===== config.mk =====
export PLATFORM = sky130hd
export DESIGN_NAME = sdms_sequencer
export DESIGN_NICKNAME = d
export VERILOG_FILES = /design/src/core/sdms_pkg.sv /design/src/core/sdms_sequencer.sv /design/src/core/sdms_quad_rom.sv
export SDC_FILE = /design/constraint.sdc
export NUM_CORES = 1
export LEC_CHECK = 0
export BUFFER_PORTS_ARGS = -buffer_cell sky130_fd_sc_hd__buf_2
export CAP_MARGIN = 5
export CORE_MARGIN = 5
export CORE_UTILIZATION = 45
export CTS_CLUSTER_DIAMETER = 60
export DETAILED_ROUTE_END_ITERATION = 8
export SLEW_MARGIN = 0
export SYNTH_ARGS = -nofsm -noshare
export SYNTH_HDL_FRONTEND = slang
export SYNTH_SLANG_ARGS = --single-unit

===== constraint.sdc =====
create_clock -name clk -period 5.85 [get_ports clk]
set_clock_uncertainty 0.2 [all_clocks]
set_input_delay 1.17 -clock clk [delete_from_list [all_inputs] [get_ports clk]]
set_output_delay 1.17 -clock clk [all_outputs]
set_load 0.1 [all_outputs]

===== src/core/sdms_pkg.sv =====
// Purpose: Shared constants and types of the step/dir microstep sequencer.
// Assumes: One system clock; widths fixed at the documented values.
// Notes:   Shared widths and constants are named here; the table width and read offset stay literals in sdms_quad_rom.

package sdms_pkg;

    // ==================================================================
    // Widths
    localparam int ANGLE_W        = 10;   // Microstep angle counter width.
    localparam int RES_W          = 4;    // Microstep resolution field width.
    localparam int COIL_W         = 9;    // Signed coil target width.
    localparam int TBL_IDX_W      = 8;    // Quarter-wave table index width.
    localparam int IDLE_CNT_W     = 21;   // Wide enough for the idle limit.

    // ==================================================================
    // Values
    localparam logic [RES_W-1:0]   RES_COARSEST  = 4'h8;    // Full step, 256 units.
    localparam logic [ANGLE_W-1:0] ANGLE_RST     = 10'h000; // Angle after reset.
    localparam logic [ANGLE_W-1:0] ANGLE_QUARTER = 10'h100; // Ninety degrees.
    localparam logic [7:0]         TBL_PEAK      = 8'hf8;   // Largest table value.

    // No active edge for this many system clocks raises the standstill flag.
    localparam int STANDSTILL_CYCLES_DFLT = 1 << 20;

    // ==================================================================
    // Quadrant selected by the two upper angle bits.
    typedef enum logic [1:0] {
        SDMS_Q0 = 2'b00,
        SDMS_Q1 = 2'b01,
        SDMS_Q2 = 2'b10,
        SDMS_Q3 = 2'b11
    } sdms_quad_t;

endpackage


===== src/core/sdms_sequencer.sv =====
// Purpose: Step/dir front end that walks a microstep angle and drives coil targets.
// Assumes: Step and direction pins are asynchronous to clk; rst is synchronous.
// Notes:   Configuration bits arrive as plain ports from the control word.

`timescale 1ns/100ps

module sdms_sequencer
    import sdms_pkg::*;
#(
    parameter int STANDSTILL_CYCLES = STANDSTILL_CYCLES_DFLT
)
(
    input  wire logic                     clk,
    input  wire logic                     rst,
    input  wire logic                     step_pin,
    input  wire logic                     dir_pin,
    input  wire logic                     dual_edge_select,
    input  wire logic [RES_W-1:0]         microstep_resolution,
    input  wire logic                     step_interface_disable,
    output logic      [ANGLE_W-1:0]       microstep_angle,
    output logic signed [COIL_W-1:0]      coil_a_target,
    output logic signed [COIL_W-1:0]      coil_b_target,
    output logic                          standstill_flag
);

    // ==================================================================
    // Declarations
    logic                     step_s1_r;
    logic                     step_s2_r;
    logic                     step_prev_r;
    logic                     dir_s1_r;
    logic                     dir_s2_r;
    logic                     step_act;
    logic [ANGLE_W-1:0]       step_size;
    logic [ANGLE_W-1:0]       angle_r;
    logic [ANGLE_W-1:0]       angle_nxt;
    logic signed [COIL_W-1:0] sine_val;
    logic signed [COIL_W-1:0] cosine_val;
    logic signed [COIL_W-1:0] coil_a_r;
    logic signed [COIL_W-1:0] coil_b_r;
    logic [IDLE_CNT_W-1:0]    idle_cnt_r;
    logic                     standstill_r;

    localparam logic [IDLE_CNT_W-1:0] IDLE_LAST = IDLE_CNT_W'(STANDSTILL_CYCLES - 1);

    // Power-of-two step; codes beyond full step clamp so the angle stays aligned.
    function automatic logic [ANGLE_W-1:0] res_to_step(input logic [RES_W-1:0] res);
        logic [RES_W-1:0] r;
        r = (res > RES_COARSEST) ? RES_COARSEST : res;
        res_to_step = ANGLE_W'(1) << r;
    endfunction

    // ==================================================================
    // Input synchronisers. Only the second stage feeds any logic.
    always_ff @(posedge clk) begin
        if (rst) begin
            step_s1_r <= 1'b0;
            step_s2_r <= 1'b0;
            dir_s1_r  <= 1'b0;
            dir_s2_r  <= 1'b0;
        end else begin
            step_s1_r <= step_pin;
            step_s2_r <= step_s1_r;
            dir_s1_r  <= dir_pin;
            dir_s2_r  <= dir_s1_r;
        end
    end

    // Edge history on the synchronised step level.
    always_ff @(posedge clk) begin
        if (rst) begin
            step_prev_r <= 1'b0;
        end else begin
            step_prev_r <= step_s2_r;
        end
    end

    // ==================================================================
    // Active edge detection. A disabled step interface ignores all pulses.
    always_comb begin
        if (step_interface_disable) begin
            step_act = 1'b0;
        end else if (dual_edge_select) begin
            step_act = step_s2_r ^ step_prev_r;
        end else begin
            step_act = step_s2_r & ~step_prev_r;
        end
    end

    // The pulse limit is the controller's duty; faster input simply merges edges.
    assign step_size = res_to_step(microstep_resolution);

    // ==================================================================
    // Angle counter; wraps naturally at the 10-bit boundary.
    always_comb begin
        angle_nxt = angle_r;
        if (step_act) begin
            if (dir_s2_r) begin
                angle_nxt = angle_r - step_size;
            end else begin
                angle_nxt = angle_r + step_size;
            end
        end
    end

    always_ff @(posedge clk) begin
        if (rst) begin
            angle_r <= ANGLE_RST;
        end else begin
            angle_r <= angle_nxt;
        end
    end

    // ==================================================================
    // Coil targets; coil A follows sine and coil B cosine of the angle.
    sdms_quad_rom u_rom (
        .angle      (angle_r),
        .sine_val   (sine_val),
        .cosine_val (cosine_val)
    );

    // Registered so the table mux does not reach the outputs; one cycle lag.
    always_ff @(posedge clk) begin
        if (rst) begin
            coil_a_r <= '0;
            coil_b_r <= '0;
        end else begin
            coil_a_r <= sine_val;
            coil_b_r <= cosine_val;
        end
    end

    // ==================================================================
    // Standstill detection: counts idle clocks, saturates at the limit.
    always_ff @(posedge clk) begin
        if (rst) begin
            idle_cnt_r   <= '0;
            standstill_r <= 1'b0;
        end else if (step_act) begin
            idle_cnt_r   <= '0;
            standstill_r <= 1'b0;
        end else if (idle_cnt_r == IDLE_LAST) begin
            standstill_r <= 1'b1;
        end else begin
            idle_cnt_r   <= idle_cnt_r + IDLE_CNT_W'(1);
        end
    end

    assign microstep_angle = angle_r;
    assign coil_a_target   = coil_a_r;
    assign coil_b_target   = coil_b_r;
    assign standstill_flag = standstill_r;
endmodule // sdms_sequencer


===== src/core/sdms_quad_rom.sv =====
// Purpose: Quarter-wave sine table and quadrant folding to sine and cosine.
// Assumes: Purely combinational; the caller registers the results.
// Notes:   Entry 0 sits in the top byte of the packed table constant.

`timescale 1ns/100ps

module sdms_quad_rom
    import sdms_pkg::*;
(
    input  wire logic        [ANGLE_W-1:0] angle,
    output logic signed      [COIL_W-1:0]  sine_val,
    output logic signed      [COIL_W-1:0]  cosine_val
);

    // ==================================================================
    // Quarter wave, rising from 1 to a peak of 248 so an offset still fits.
    localparam logic [2047:0] QTBL = {
        256'h0102040507080a0b0d0e101113151618191b1c1e1f2122242527282a2b2d2e30,
        256'h3133343637393a3c3d3e404143444647494a4c4d4f505153545657595a5b5d5e,
        256'h60616264656768696b6c6d6f707273747677787a7b7c7e7f8081838485878889,
        256'h8a8c8d8e8f91929394969798999a9c9d9e9fa0a1a3a4a5a6a7a8a9aaacadaeaf,
        256'hb0b1b2b3b4b5b6b7b8b9babbbcbdbebfc0c1c2c3c4c5c6c7c8c9c9cacbcccdce,
        256'hcfcfd0d1d2d3d4d4d5d6d7d7d8d9dadadbdcdcdddedfdfe0e1e1e2e2e3e4e4e5,
        256'he5e6e7e7e8e8e9e9eaeaebebececededeeeeeeefeff0f0f0f1f1f1f2f2f2f3f3,
        256'hf3f4f4f4f4f5f5f5f5f6f6f6f6f6f7f7f7f7f7f7f7f7f8f8f8f8f8f8f8f8f8f8
    };

    // Table read; a byte-wide part-select keeps the ROM a plain mux.
    function automatic logic [7:0] tbl(input logic [TBL_IDX_W-1:0] idx);
        tbl = QTBL[(11'h7ff - {idx, 3'h0}) -: 8];
    endfunction

    // Fold one stored quarter into a full signed period.
    function automatic logic signed [COIL_W-1:0] fold(input logic [ANGLE_W-1:0] a);
        logic [7:0] mag;
        mag = 8'h00;
        case (sdms_quad_t'(a[ANGLE_W-1 -: 2]))
            SDMS_Q0: begin
                mag  = tbl(a[TBL_IDX_W-1:0]);
                fold = $signed({1'b0, mag});
            end
            SDMS_Q1: begin
                mag  = tbl(~a[TBL_IDX_W-1:0]);
                fold = $signed({1'b0, mag});
            end
            SDMS_Q2: begin
                mag  = tbl(a[TBL_IDX_W-1:0]);
                fold = -$signed({1'b0, mag});
            end
            SDMS_Q3: begin
                mag  = tbl(~a[TBL_IDX_W-1:0]);
                fold = -$signed({1'b0, mag});
            end
            default: begin
                fold = '0;
            end
        endcase
    endfunction

    // Cosine is the sine shifted ahead by one quarter period.
    assign sine_val   = fold(angle);
    assign cosine_val = fold(angle + ANGLE_QUARTER);

endmodule // sdms_quad_rom


# After elaboration in Yosys (flattened, before gate mapping)
# Cells that the tools add are included.
dict set report totals {
  memories 0
  inputBits 10
  word_cells 49
  reg_bits 55
  ramBits 0
  mem_bits_ro 0
  output_inout_bits 29
  latchBits 0
}
dict set report classes {
  n_lt_le_gt_ge 1
  n_mux 6
  n_div 0
  mul 0
  n_eq_ne 7
  add_sub_neg 12
  n_shift 5
  bitwise 5
  reduce_logical 3
}
# op n
set ops {}
lappend ops {{$shiftx A2055 B12 Y8 const A} 4}
lappend ops {{$pmux W9 S4} 2}
lappend ops {{$sub A11 B11 Y11 const A} 4}
lappend ops {{$neg A8 Y9} 4}
lappend ops {{$add A21 B1 Y21 const B} 1}
lappend ops {{$eq A21 B20 Y1 const B} 1}
lappend ops {{$not A8 Y8} 2}
lappend ops {{$add A10 B10 Y10} 1}
lappend ops {{$add A10 B9 Y10 const B} 1}
lappend ops {{$mux W10} 1}
lappend ops {{$shl A1 B4 Y10 const A} 1}
lappend ops {{$sub A10 B10 Y10} 1}
lappend ops {{$eq A2 B2 Y1 const B} 4}
lappend ops {{$eq A2 B1 Y1 const B} 2}
lappend ops {{$gt A4 B4 Y1 const B} 1}
lappend ops {{$logic_not A2 Y1} 2}
lappend ops {{$mux W4} 1}
lappend ops {{$mux W1} 2}
lappend ops {{$reduce_or A2 Y1} 1}
lappend ops {{$and A1 B1 Y1} 1}
lappend ops {{$not A1 Y1} 1}
lappend ops {{$xor A1 B1 Y1} 1}

# Depth between registers and ports, before layout
# Gate-level depths: netlist of run 1.
dict set report logic_depth {
  depth_word 6
  mapped_depth 17
  depth_no_buf 15
}

# By module
# Synthesis of run 1 repeated with hierarchy kept, for this count alone.
dict set report unflattened {
  cells_unflattened 935
  area_unflattened_um2 6841.6
}
# module instances seq_area_each_um2 cells_each area_per_inst_um2
set modules_own_cells {}
lappend modules_own_cells {sdms_quad_rom 1 0.0 636 4212.8}
lappend modules_own_cells {sdms_sequencer 1 1101.1 299 2628.8}

# Worst setup path before layout of run 1
# Ideal clock, no wire load.
dict set report synth_path {
  path_type {register to register}
  startpoint {register angle_r[1], in the netlist microstep_angle[1]}
  endpoint {register coil_a_r[6], in the netlist coil_a_target[6]}
  stages_incl_launch_ff 16
  slack_ns 1.254
  setup_time_ns 0.073
  arrival_time_ns 4.323
  required_ns 5.577
  period_less_slack_ns 4.596
  n_path_buf 2
  cell_sequence {dfxtp_1 -> clkbuf_1 -> inv_1 -> ha_1 -> buf_2 -> inv_1 -> ha_1 -> or3_1 -> a21oi_1 -> a311o_1 -> a32o_1 -> nor3_2 -> and4bb_1 -> xnor2_1 -> mux4_2 -> nor3_2}
}
dict set report synth_via {
  elab_chain_len 5
  elab_cells_between_ends 8
  cone_classes {add/sub (4); shift (2); mux (1); bitwise (1)}
}
# element line_no
set synth_lines {}
lappend synth_lines {{start, declared} sdms_sequencer.sv:35} ;# logic [ANGLE_W-1:0] angle_r;
lappend synth_lines {{start signal, assigned} sdms_sequencer.sv:110} ;# angle_r <= angle_nxt;
lappend synth_lines {{$not A8 Y8} {sdms_quad_rom.sv:43, sdms_quad_rom.sv:51}}
lappend synth_lines {{$sub A11 B11 Y11} sdms_quad_rom.sv:30} ;# tbl = QTBL[(11'h7ff - {idx, 3'h0}) -: 8];
lappend synth_lines {{$shiftx A2055 B12 Y8} sdms_quad_rom.sv:30}
lappend synth_lines {{$neg A8 Y9} sdms_quad_rom.sv:52} ;# fold = -$signed({1'b0, mag});
lappend synth_lines {{$pmux W9 S4 *} sdms_quad_rom.sv:37} ;# case (sdms_quad_t'(a[ANGLE_W-1 -: 2]))
lappend synth_lines {{end signal, assigned} sdms_sequencer.sv:128} ;# coil_a_r <= sine_val;
lappend synth_lines {{end, declared} sdms_sequencer.sv:39} ;# logic signed [COIL_W-1:0] coil_a_r;
# Mark *: on every way between the ends. The rest lies on a longest branch, timed or not.
# A chain may end at the register's enable or synchronous reset.

# Final worst setup path of run 1
dict set report layout_path {
  startpoint {register angle_r[2], in the netlist microstep_angle[2]}
  endpoint {register coil_a_r[6], in the netlist coil_a_target[6]}
}
# Same word-level chain as after synthesis.

==> flow_metrics.env, run 1 <==
export IMPL_ant_nets=0
export IMPL_cp_max_fo=26
export IMPL_n_antenna_cell=0
export IMPL_die_w_um=129
export IMPL_coreArea_um2=13900
export IMPL_crit_end="coil_a_target[6]"
export IMPL_dr_first_iter_drc_count=1035
export IMPL_syn_nets=914
export IMPL_avgSynthCellArea_um2=7.38
export IMPL_postCtsSetupBuffers=0
export IMPL_clock_latency_ns=0.31
export IMPL_reg2reg_from="microstep_angle[2]"
export IMPL_grt_max_degree=53
export IMPL_clockBufferDepth=2
export IMPL_setup_viol=0
export IMPL_drc_errors=0
export IMPL_track_usage=0.246
export IMPL_synth_warnings=0
export IMPL_synth_commonest_cells="84 x nor2_1, 65 x nand2_1, 63 x a21oi_1, 55 x dfxtp_1, 41 x o21ai_0"
export IMPL_reg2reg_to="coil_a_target[6]"
export IMPL_dp_hpwl_um=14400
export IMPL_ys_seq_elements=55
export IMPL_io_buffers=38
export IMPL_synth_flop_cell="dfxtp_1"
export IMPL_worstSetupEndpointType="flop"
export IMPL_cts_hold_buf=0
export IMPL_vias_per_cell=6.58
export IMPL_cp_start_kind="flop"
export IMPL_cpPeakStageDelay_ns=0.68
export IMPL_cts_root_buf="clkbuf_16"
export IMPL_multi_input_area_um2=4790
export IMPL_crit_type="flop to flop"
export IMPL_fin_nets=894
export IMPL_worst_slew_pin_slew_ns=0.977
export IMPL_ys_seq_area_frac=0.172
export IMPL_synth_area_leaders="dfxtp_1 17%, ha_1 7.2%, a21oi_1 4.9%, nor2_1 4.9%, nand2_1 3.8%"
export IMPL_hp_class="flop to flop"
export IMPL_postSynth_asyncResetShare=0
export IMPL_final_period_minus_worst_setup_slack_ns=4.43
export IMPL_tns_ns=0
export IMPL_synth_distinct_cells=88
export IMPL_area_delta_synth_final_pct=4.31
export IMPL_ios=39
export IMPL_grt_pass1_vias=6258
export IMPL_drive_gt1_frac=0.0980
export IMPL_slew_viol_final=0
export IMPL_yosysTopAreaCell="dfxtp_1"
export IMPL_slowest_stage="dfxtp_2"
export IMPL_post_cts_resized=0
export IMPL_yosysTopAreaCellShare=0.172
export IMPL_yosysMostFrequentCell="nor2_1"
export IMPL_worstPathRequired_ns=5.88
export IMPL_dpl_cell_count=1018
export IMPL_hold_viol=0
export IMPL_powerDensity_nw_per_um2=239
export IMPL_vdd_drop_max_v=0.000127
export IMPL_wire_per_inst_um=20.2
export IMPL_cts_sinks=55
export IMPL_rsz0062_at_grt="false"
export IMPL_status="complete, no violations"
export IMPL_fin_crit_sh=0.757
export IMPL_clk_pin_slew_ns=0.08
export IMPL_seq_area_um2=1110
export IMPL_relSlewSlack=0.349
export IMPL_cts_tree="built"
export IMPL_wl_um=20800
export IMPL_critPathArrivalTime_ns=4.46
export IMPL_grt_pass1_wl_um=33400
export IMPL_gp_congestion=1.02
export IMPL_cap_violations=0
export IMPL_cts_made_buffers=5
export IMPL_worstPathCellList="inv_2, ha_1, nor3_1, nor3_1, a311oi_1, o32a_1, o32a_1, ha_1, and3_1, a21oi_1, mux4_2, nor3_2"
export IMPL_stdcell_count=1027
export IMPL_fmax_ghz=0.226
export IMPL_dieArea_um2=16700
export IMPL_die_h_um=129
export IMPL_grt_overflow=0
export IMPL_p_leak_nw=2.46
export IMPL_synth_edf_count=0
export IMPL_antenna_found_initial=0
export IMPL_htreeDepth=2
export IMPL_drtPass1Iterations=7
export IMPL_nFillCells=1412
export IMPL_reg2regPathDepth=12
export IMPL_synth_cells=866
export IMPL_critPathLaunch="microstep_angle[2]"
export IMPL_rows=43
export IMPL_syn_area_um2=6390
export IMPL_start_util=0.461
export IMPL_vias=6756
export IMPL_regToRegSetupSlack_ns=1.42
## where the power goes
group	switching (mW)	total (mW)	internal, mW
Sequential	0.0371	0.439	0.401
Clock	0.153	0.315	0.162
Combinational	0.579	0.839	0.261
## critical path, delay by kind of cell (launching register included)
kind	cells	cell delay, ns
DFF	1	0.68
muxes	1	0.50
buffers and inverters	1	0.38
and+or+nand+nor	4	0.94
adders and majority gates	2	0.76
AOI/OAI and AO/OA	4	0.88
## metal layers
metal | wire length (um) | vias up | GRT usage
met5 | 0 | - | 0
met4 | 588 | 0 | 0.0883
met3 | 1920 | 59 | 0.0519
met1 | 8900 | 3160 | 0.332
li1 | - | 3173 | -
met2 | 9390 | 364 | 0.387
## cells by family after synthesis
group / Yosys count / share of synthesized area
AO/OA/AOI/OAI: 287 / 0.318
XOR/XNOR: 39 / 0.0534
adder cells (fa/ha/maj): 38 / 0.0756
buffers and inverters: 103 / 0.0783
flip-flops: 55 / 0.172
multiplexers: 22 / 0.0431
AND/OR/NAND/NOR: 322 / 0.260
## cells in the final DEF, fill, tap and decap left out, types with 22 or more instances in the layout
| cell type | synthesis | layout |
|---|---|---|
| buf_2 | 28 | 38 |
| nand2b_1 | 23 | 23 |
| nand2_1 | 65 | 65 |
| nor2b_1 | 36 | 36 |
| dfxtp_1 | 55 | 51 |
| xor2_1 | 22 | 22 |
| ha_1 | 37 | 37 |
| o21ai_0 | 41 | 41 |
| a21oi_1 | 63 | 63 |
| nor2_1 | 84 | 84 |
| inv_1 | 24 | 24 |
## sequential cells by signal (all words and copies together) (netlist names), 9 cells and up
signal	cells
microstep_angle	10
idle_cnt_r	21
coil_a_target	9
coil_b_target	9
## worst min-delay path by stage
stage               startpoint         endpoint  depth (start not counted)
2_1_floorplan         dir_s1_r         dir_s2_r                          1
3_3_place_gp         step_s1_r        step_s2_r                          1
3_5_place_dp         step_s1_r        step_s2_r                          1
4_1_cts        standstill_flag  standstill_flag                          2
5_1_grt               dir_s1_r         dir_s2_r                          1
6_report       standstill_flag  standstill_flag                          2
## per-stage QoR
step	utilization	worst slack [ns]	hold slack [ns]	total power, mW	instance area (um^2)
2_1_floorplan	-	1.25	0.214	1.10	6390
3_3_place_gp	0.469	1.32	0.224	1.26	6510
3_5_place_dp	0.469	1.25	0.228	1.27	6510
4_1_cts	0.480	1.50	0.253	1.59	6660
5_1_grt	0.480	1.09	0.272	1.68	6670
6_report	0.480	1.42	0.246	1.59	6670
## layout make-up
cell class              instances  share of cell area
well taps                     180              0.0338
inverters                      28              0.0158
clock inverters                 3             0.00375
flip-flops and latches         55               0.166
repair buffers                 48              0.0435
clock buffers                   5              0.0188
multi-input cells             708               0.719
Power figures use the tool's default switching activity.
==> inputs of run 2 (changes only) <==
==> constraint.sdc (replaced) <==
create_clock -name clk -period 4.3 [get_ports clk]
set_clock_uncertainty 0.2 [all_clocks]
set_input_delay 0.86 -clock clk [delete_from_list [all_inputs] [get_ports clk]]
set_output_delay 0.86 -clock clk [all_outputs]
set_load 0.1 [all_outputs]
==> run 2 against run 1 <==
- cell area is 4.4% higher
- clock power is 34% higher
- critical path type unchanged
- first-iteration DRC count is 19% lower
- via count is 2.7% higher
- maximum frequency is 9.9% higher
- highest routed layer unchanged
- combinational power is 44% higher
- sequential share of layout area is 0.66 points lower
- final cell count is 3.7% higher
==> flow_metrics.env, run 2 (synthesized netlist as in run 1, its figures left out) <==
export IMPL_worstPathCellList="inv_1, buf_4, ha_1, nor2_1, o21ai_0, a31oi_1, a31oi_1, o211ai_1, buf_4, or3_1, o31ai_1, xor2_1, a2111oi_1"
export IMPL_wl_um=20900
export IMPL_worstPathRequired_ns=4.25
export IMPL_final_common_cell="nor2_1"
export IMPL_multi_input_area_um2=4790
export IMPL_worst_hold_path_endpoint="step_s2_r"
export IMPL_p_leak_nw=2.65
export IMPL_stdcell_count=1065
export IMPL_cts_sinks=55
export IMPL_grt_pass1_vias=6422
export IMPL_powerDensity_nw_per_um2=319
export IMPL_dieArea_um2=16700
export IMPL_rsz0062_at_grt="false"
export IMPL_reg2reg_to="coil_b_target[7]"
export IMPL_worst_slew_pin_slew_ns=1.21
export IMPL_critPathArrivalTime_ns=3.98
export IMPL_dr_first_iter_drc_count=842
export IMPL_relSlewSlack=0.192
export IMPL_clk_pin_slew_ns=0.08
export IMPL_track_usage=0.245
export IMPL_cp_start_kind="flop"
export IMPL_fin_hold_ws_ns=0.242
export IMPL_htreeDepth=2
export IMPL_ios=39
export IMPL_final_cell_mix="84 x nor2_1, 65 x nand2_1, 63 x a21oi_1"
export IMPL_grt_overflow=0
export IMPL_reg2reg_from="microstep_angle[1]"
export IMPL_seq_area_um2=1110
export IMPL_cts_made_buffers=5
export IMPL_tns_ns=0
export IMPL_rows=43
export IMPL_grt_max_degree=59
export IMPL_start_util=0.461
export IMPL_slowest_stage="ha_1"
export IMPL_fin_crit_sh=0.937
export IMPL_cap_violations=0
export IMPL_wire_per_inst_um=19.6
export IMPL_cts_hold_buf=0
export IMPL_drc_errors=0
export IMPL_ant_nets=0
export IMPL_nFillCells=1357
export IMPL_hold_viol=0
export IMPL_area_delta_synth_final_pct=8.89
export IMPL_crit_type="flop to flop"
export IMPL_reg2regPathDepth=13
export IMPL_gp_congestion=0.981
export IMPL_fin_nets=932
export IMPL_cp_max_fo=12
export IMPL_grt_pass1_wl_um=33700
export IMPL_drtPass1Iterations=6
export IMPL_antenna_found_initial=0
export IMPL_slew_viol_final=0
export IMPL_holdPathStages=1
export IMPL_clockBufferDepth=2
export IMPL_largest_reg_flops=21
export IMPL_n_antenna_cell=0
export IMPL_cpPeakStageDelay_ns=0.52
export IMPL_setup_viol=0
export IMPL_vias=6941
export IMPL_largest_register="idle_cnt_r"
export IMPL_vias_per_cell=6.52
export IMPL_fmax_ghz=0.248
export IMPL_coreArea_um2=13900
export IMPL_final_period_minus_worst_setup_slack_ns=4.03
export IMPL_drive_gt1_frac=0.140
export IMPL_regToRegSetupSlack_ns=0.27
export IMPL_die_w_um=129
export IMPL_io_buffers=38
export IMPL_min_from="step_s1_r"
export IMPL_dp_hpwl_um=15200
export IMPL_cts_root_buf="clkbuf_16"
export IMPL_status="complete, no violations"
export IMPL_worstSetupEndpointType="flop"
export IMPL_vdd_drop_max_v=0.000173
export IMPL_hp_class="flop to flop"
export IMPL_clock_latency_ns=0.30
export IMPL_die_h_um=129
export IMPL_dpl_cell_count=1057
export IMPL_cts_tree="built"
export IMPL_critPathLaunch="microstep_angle[1]"
[run 2: changes by cell type in the layout (fill, tap and decap cells not counted), sizes merged]
cell,change
buf,+39
clkbuf,-1
[run 2: cell type report]
class / count / area share
sequential: 55 / 0.159
clock inverter: 3 / 0.00395
inverter: 28 / 0.0151
tap: 180 / 0.0324
clock buffer: 5 / 0.0180
timing repair buffer: 86 / 0.0827
multi-input combinational: 708 / 0.689
[run 2: worst max-delay path by stage]
stage / slack, ns / endpoint / cells past startpoint
5_1_grt: 0.008 / coil_b_target[7] / 13
2_1_floorplan: 0.06 / coil_a_target[6] / 15
3_5_place_dp: 0.18 / microstep_angle[9] / 16
4_1_cts: 0.33 / coil_b_target[7] / 13
6_report: 0.27 / coil_b_target[7] / 13
3_3_place_gp: 0.24 / microstep_angle[9] / 16
[run 2: routing by layer]
| metal | global-route usage | part of all wire | vias to the layer above |
|---|---|---|---|
| met5 | 0 | 0 | - |
| met4 | 0.0957 | 0.036 | 0 |
| met3 | 0.0346 | 0.090 | 68 |
| met2 | 0.396 | 0.45 | 391 |
| met1 | 0.330 | 0.43 | 3232 |
| li1 | - | - | 3250 |
[run 2: through the flow]
stage | util | setup slack [ns] | instance area [um^2] | power [mW]
2_1_floorplan | - | 0.0609 | 6400 | 1.50
3_3_place_gp | 0.490 | 0.242 | 6810 | 1.77
3_5_place_dp | 0.490 | 0.180 | 6810 | 1.78
4_1_cts | 0.501 | 0.329 | 6960 | 2.21
5_1_grt | 0.501 | 0.00814 | 6960 | 2.34
6_report | 0.501 | 0.270 | 6960 | 2.22
[run 2: what timing repair did]
item / CTS / global route
setup buffers: 0 / 0
endpoints found under the hold margin: 0 / 0
endpoints found under the setup margin: 0 / 1
gates resized for setup: 0 / 1
[run 2: critical path, delay by kind of cell (launching register included)]
family | cells | cell delay (ns)
AOI/OAI and AO/OA | 6 | 1.59
xor gates and xnor gates | 1 | 0.13
DFF | 1 | 0.38
buffers and inverters | 3 | 0.47
and+or+nand+nor | 2 | 0.58
adders and majority gates | 1 | 0.52
[run 2: power breakdown]
| group | internal (mW) | switching, mW |
|---|---|---|
| clock | 0.223 | 0.200 |
| sequential | 0.546 | 0.0441 |
| combinational | 0.399 | 0.807 |
==> inputs of run 3 (changes only) <==
--- a/config.mk
+++ b/config.mk
@@ -11,6 +11,8 @@
 export CORE_UTILIZATION = 45
 export CTS_CLUSTER_DIAMETER = 60
 export DETAILED_ROUTE_END_ITERATION = 8
+export GPL_ROUTABILITY_DRIVEN = 0
+export GPL_TIMING_DRIVEN = 1
 export SLEW_MARGIN = 0
 export SYNTH_ARGS = -nofsm -noshare
 export SYNTH_HDL_FRONTEND = slang
==> constraint.sdc (replaced) <==
create_clock -name clk -period 4.7 [get_ports clk]
set_clock_uncertainty 0.2 [all_clocks]
set_input_delay 0.94 -clock clk [delete_from_list [all_inputs] [get_ports clk]]
set_output_delay 0.94 -clock clk [all_outputs]
set_load 0.1 [all_outputs]
==> run 3 against run 2 <==
- core utilization is 1.3 points lower
- sequential share of layout area up 0.39 points
- first-iteration DRC count up 21%
- via count decreased by 1.4%
- setup slack better by 0.086 ns
- largest cell class unchanged
- largest power group unchanged
==> flow_metrics.env, run 3 (synthesized netlist as in run 1, its figures left out) <==
export IMPL_vias_per_cell=6.56
export IMPL_wl_met2_um=9530
export IMPL_place_area_um2=6630
export IMPL_worst_slew_pin_slew_ns=1.28
export IMPL_io_buffers=38
export IMPL_cts_hold_buf=0
export IMPL_vias=6841
export IMPL_dp_slack_ns=0.475
export IMPL_ios=39
export IMPL_power_frac_clock=0.195
export IMPL_critPathLaunch="microstep_angle[0]"
export IMPL_fin_total_pwr_mw=2.00
export IMPL_track_usage=0.243
export IMPL_post_cts_resized=0
export IMPL_clk_pin_slew_ns=0.08
export IMPL_final_cell_mix="84 x nor2_1, 65 x nand2_1, 63 x a21oi_1"
export IMPL_hp_class="flop to flop"
export IMPL_rows=43
export IMPL_fin_nets=910
export IMPL_ant_nets=0
export IMPL_drc_errors=0
export IMPL_reg2reg_from="microstep_angle[0]"
export IMPL_fin_crit_sh=0.924
export IMPL_fmax_ghz=0.230
export IMPL_power_internal_mw=1.04
export IMPL_p_switching_mw=0.960
export IMPL_stdcell_area_um2=6780
export IMPL_cpPeakStageDelay_ns=0.50
export IMPL_regToRegSetupSlack_ns=0.36
export IMPL_crit_type="flop to flop"
export IMPL_status="complete, no violations"
export IMPL_postCtsSetupBuffers=0
export IMPL_drtPass1Iterations=6
export IMPL_vdd_drop_max_v=0.000168
export IMPL_tns_ns=0
export IMPL_n_antenna_cell=0
export IMPL_critPathArrivalTime_ns=4.37
export IMPL_clockBufferDepth=2
export IMPL_slowest_stage="mux4_2"
export IMPL_relSlewSlack=0.142
export IMPL_largest_reg_flops=21
export IMPL_cts_root_buf="clkbuf_16"
export IMPL_die_w_um=129
export IMPL_wire_per_inst_um=20.1
export IMPL_cp_start_kind="flop"
export IMPL_wl_um=21000
export IMPL_rsz0062_at_grt="false"
export IMPL_cts_sinks=55
export IMPL_grt_pass1_wl_um=33100
export IMPL_share_comb_of_total_power=0.536
export IMPL_grt_max_degree=54
export IMPL_routed_top_layer="met4"
export IMPL_worstPathCellList="inv_1, ha_1, and2_1, or3_1, a311oi_1, o32a_1, o32a_1, ha_1, and3_1, a21oi_1, mux4_2, nor3_2"
export IMPL_wl_met3_um=1840
export IMPL_antenna_found_initial=0
export IMPL_setup_viol=0
export IMPL_cp_max_fo=12
export IMPL_fin_ws_ns=0.356
export IMPL_coreArea_um2=13900
export IMPL_die_h_um=129
export IMPL_power_switching_share=0.481
export IMPL_start_util=0.461
export IMPL_cap_violations=0
export IMPL_area_delta_synth_final_pct=6.03
export IMPL_htreeDepth=2
export IMPL_largest_register="idle_cnt_r"
export IMPL_dieArea_um2=16700
export IMPL_clock_latency_ns=0.30
export IMPL_wl_met1_um=9000
export IMPL_slew_viol_final=0
export IMPL_powerDensity_nw_per_um2=295
export IMPL_worstSetupEndpointType="flop"
export IMPL_cts_made_buffers=5
export IMPL_min_from="step_s1_r"
export IMPL_grt_overflow=0
export IMPL_pwr_share_seq=0.269
export IMPL_dr_first_iter_drc_count=1017
export IMPL_cts_tree="built"
export IMPL_drive_gt1_frac=0.115
export IMPL_worstPathRequired_ns=4.72
export IMPL_dp_hpwl_um=14800
export IMPL_final_common_cell="nor2_1"
export IMPL_p_leak_nw=2.54
export IMPL_nFillCells=1404
export IMPL_hold_viol=0
export IMPL_grt_pass1_vias=6261
export IMPL_final_period_minus_worst_setup_slack_ns=4.34
==> run 3: cell count changes in the layout (fill, tap and decap cells not counted), sizes merged <==
cell and change:
clkinv +1, inv -1, buf -22
==> run 3: layer usage <==
layer	GRT usage	up-vias
li1	-	3202
met1	0.333	3208
met2	0.387	378
met3	0.0379	53
met4	0.0852	0
met5	0	-
==> run 3: layout make-up <==
cell class,count,area [um^2],share of cell area
inverter,28,105,0.0155
sequential,55,1110,0.163
clock inverter,3,27.5,0.00406
multi-input combinational,708,4790,0.707
clock buffer,5,125,0.0185
timing repair buffer,64,398,0.0587
tap,180,225,0.0332
==> run 3: path summary, 6_finish.rpt <==
path,to,cells after the start
min,step_s2_r,1
max,coil_a_target[6],12
min reg2reg,step_s2_r,1
max reg2reg,coil_a_target[6],12
==> run 3: metrics by stage <==
stage / hold WS [ns] / cells / utilization
2_1_floorplan: 0.214 / 866 / -
4_1_cts: 0.252 / 1043 / 0.488
5_1_grt: 0.276 / 1043 / 0.488
3_3_place_gp: 0.231 / 1035 / 0.477
3_5_place_dp: 0.232 / 1035 / 0.477
6_report: 0.249 / 1043 / 0.488
==> run 3: worst max-delay path, delay by kind of cell, from the launching register on <==
kind | cells | cell delay (ns)
AO/OA/AOI/OAI | 4 | 1.08
adder cells (fa/ha/maj) | 2 | 0.75
buffers and inverters | 1 | 0.18
AND/OR/NAND/NOR | 4 | 1.07
flip-flops | 1 | 0.49
multiplexers | 1 | 0.50
==> run 3: power groups by stage <==
| stage | logic (mW) | clock network [mW] | registers (mW) |
|---|---|---|---|
| finish | 1.07 | 0.390 | 0.538 |
| global route | 1.14 | 0.414 | 0.543 |
| CTS | 1.05 | 0.398 | 0.537 |
| detailed placement | 1.04 | 0 | 0.548 |
| global placement | 1.03 | 0 | 0.547 |
| floorplan | 0.629 | 0 | 0.743 |
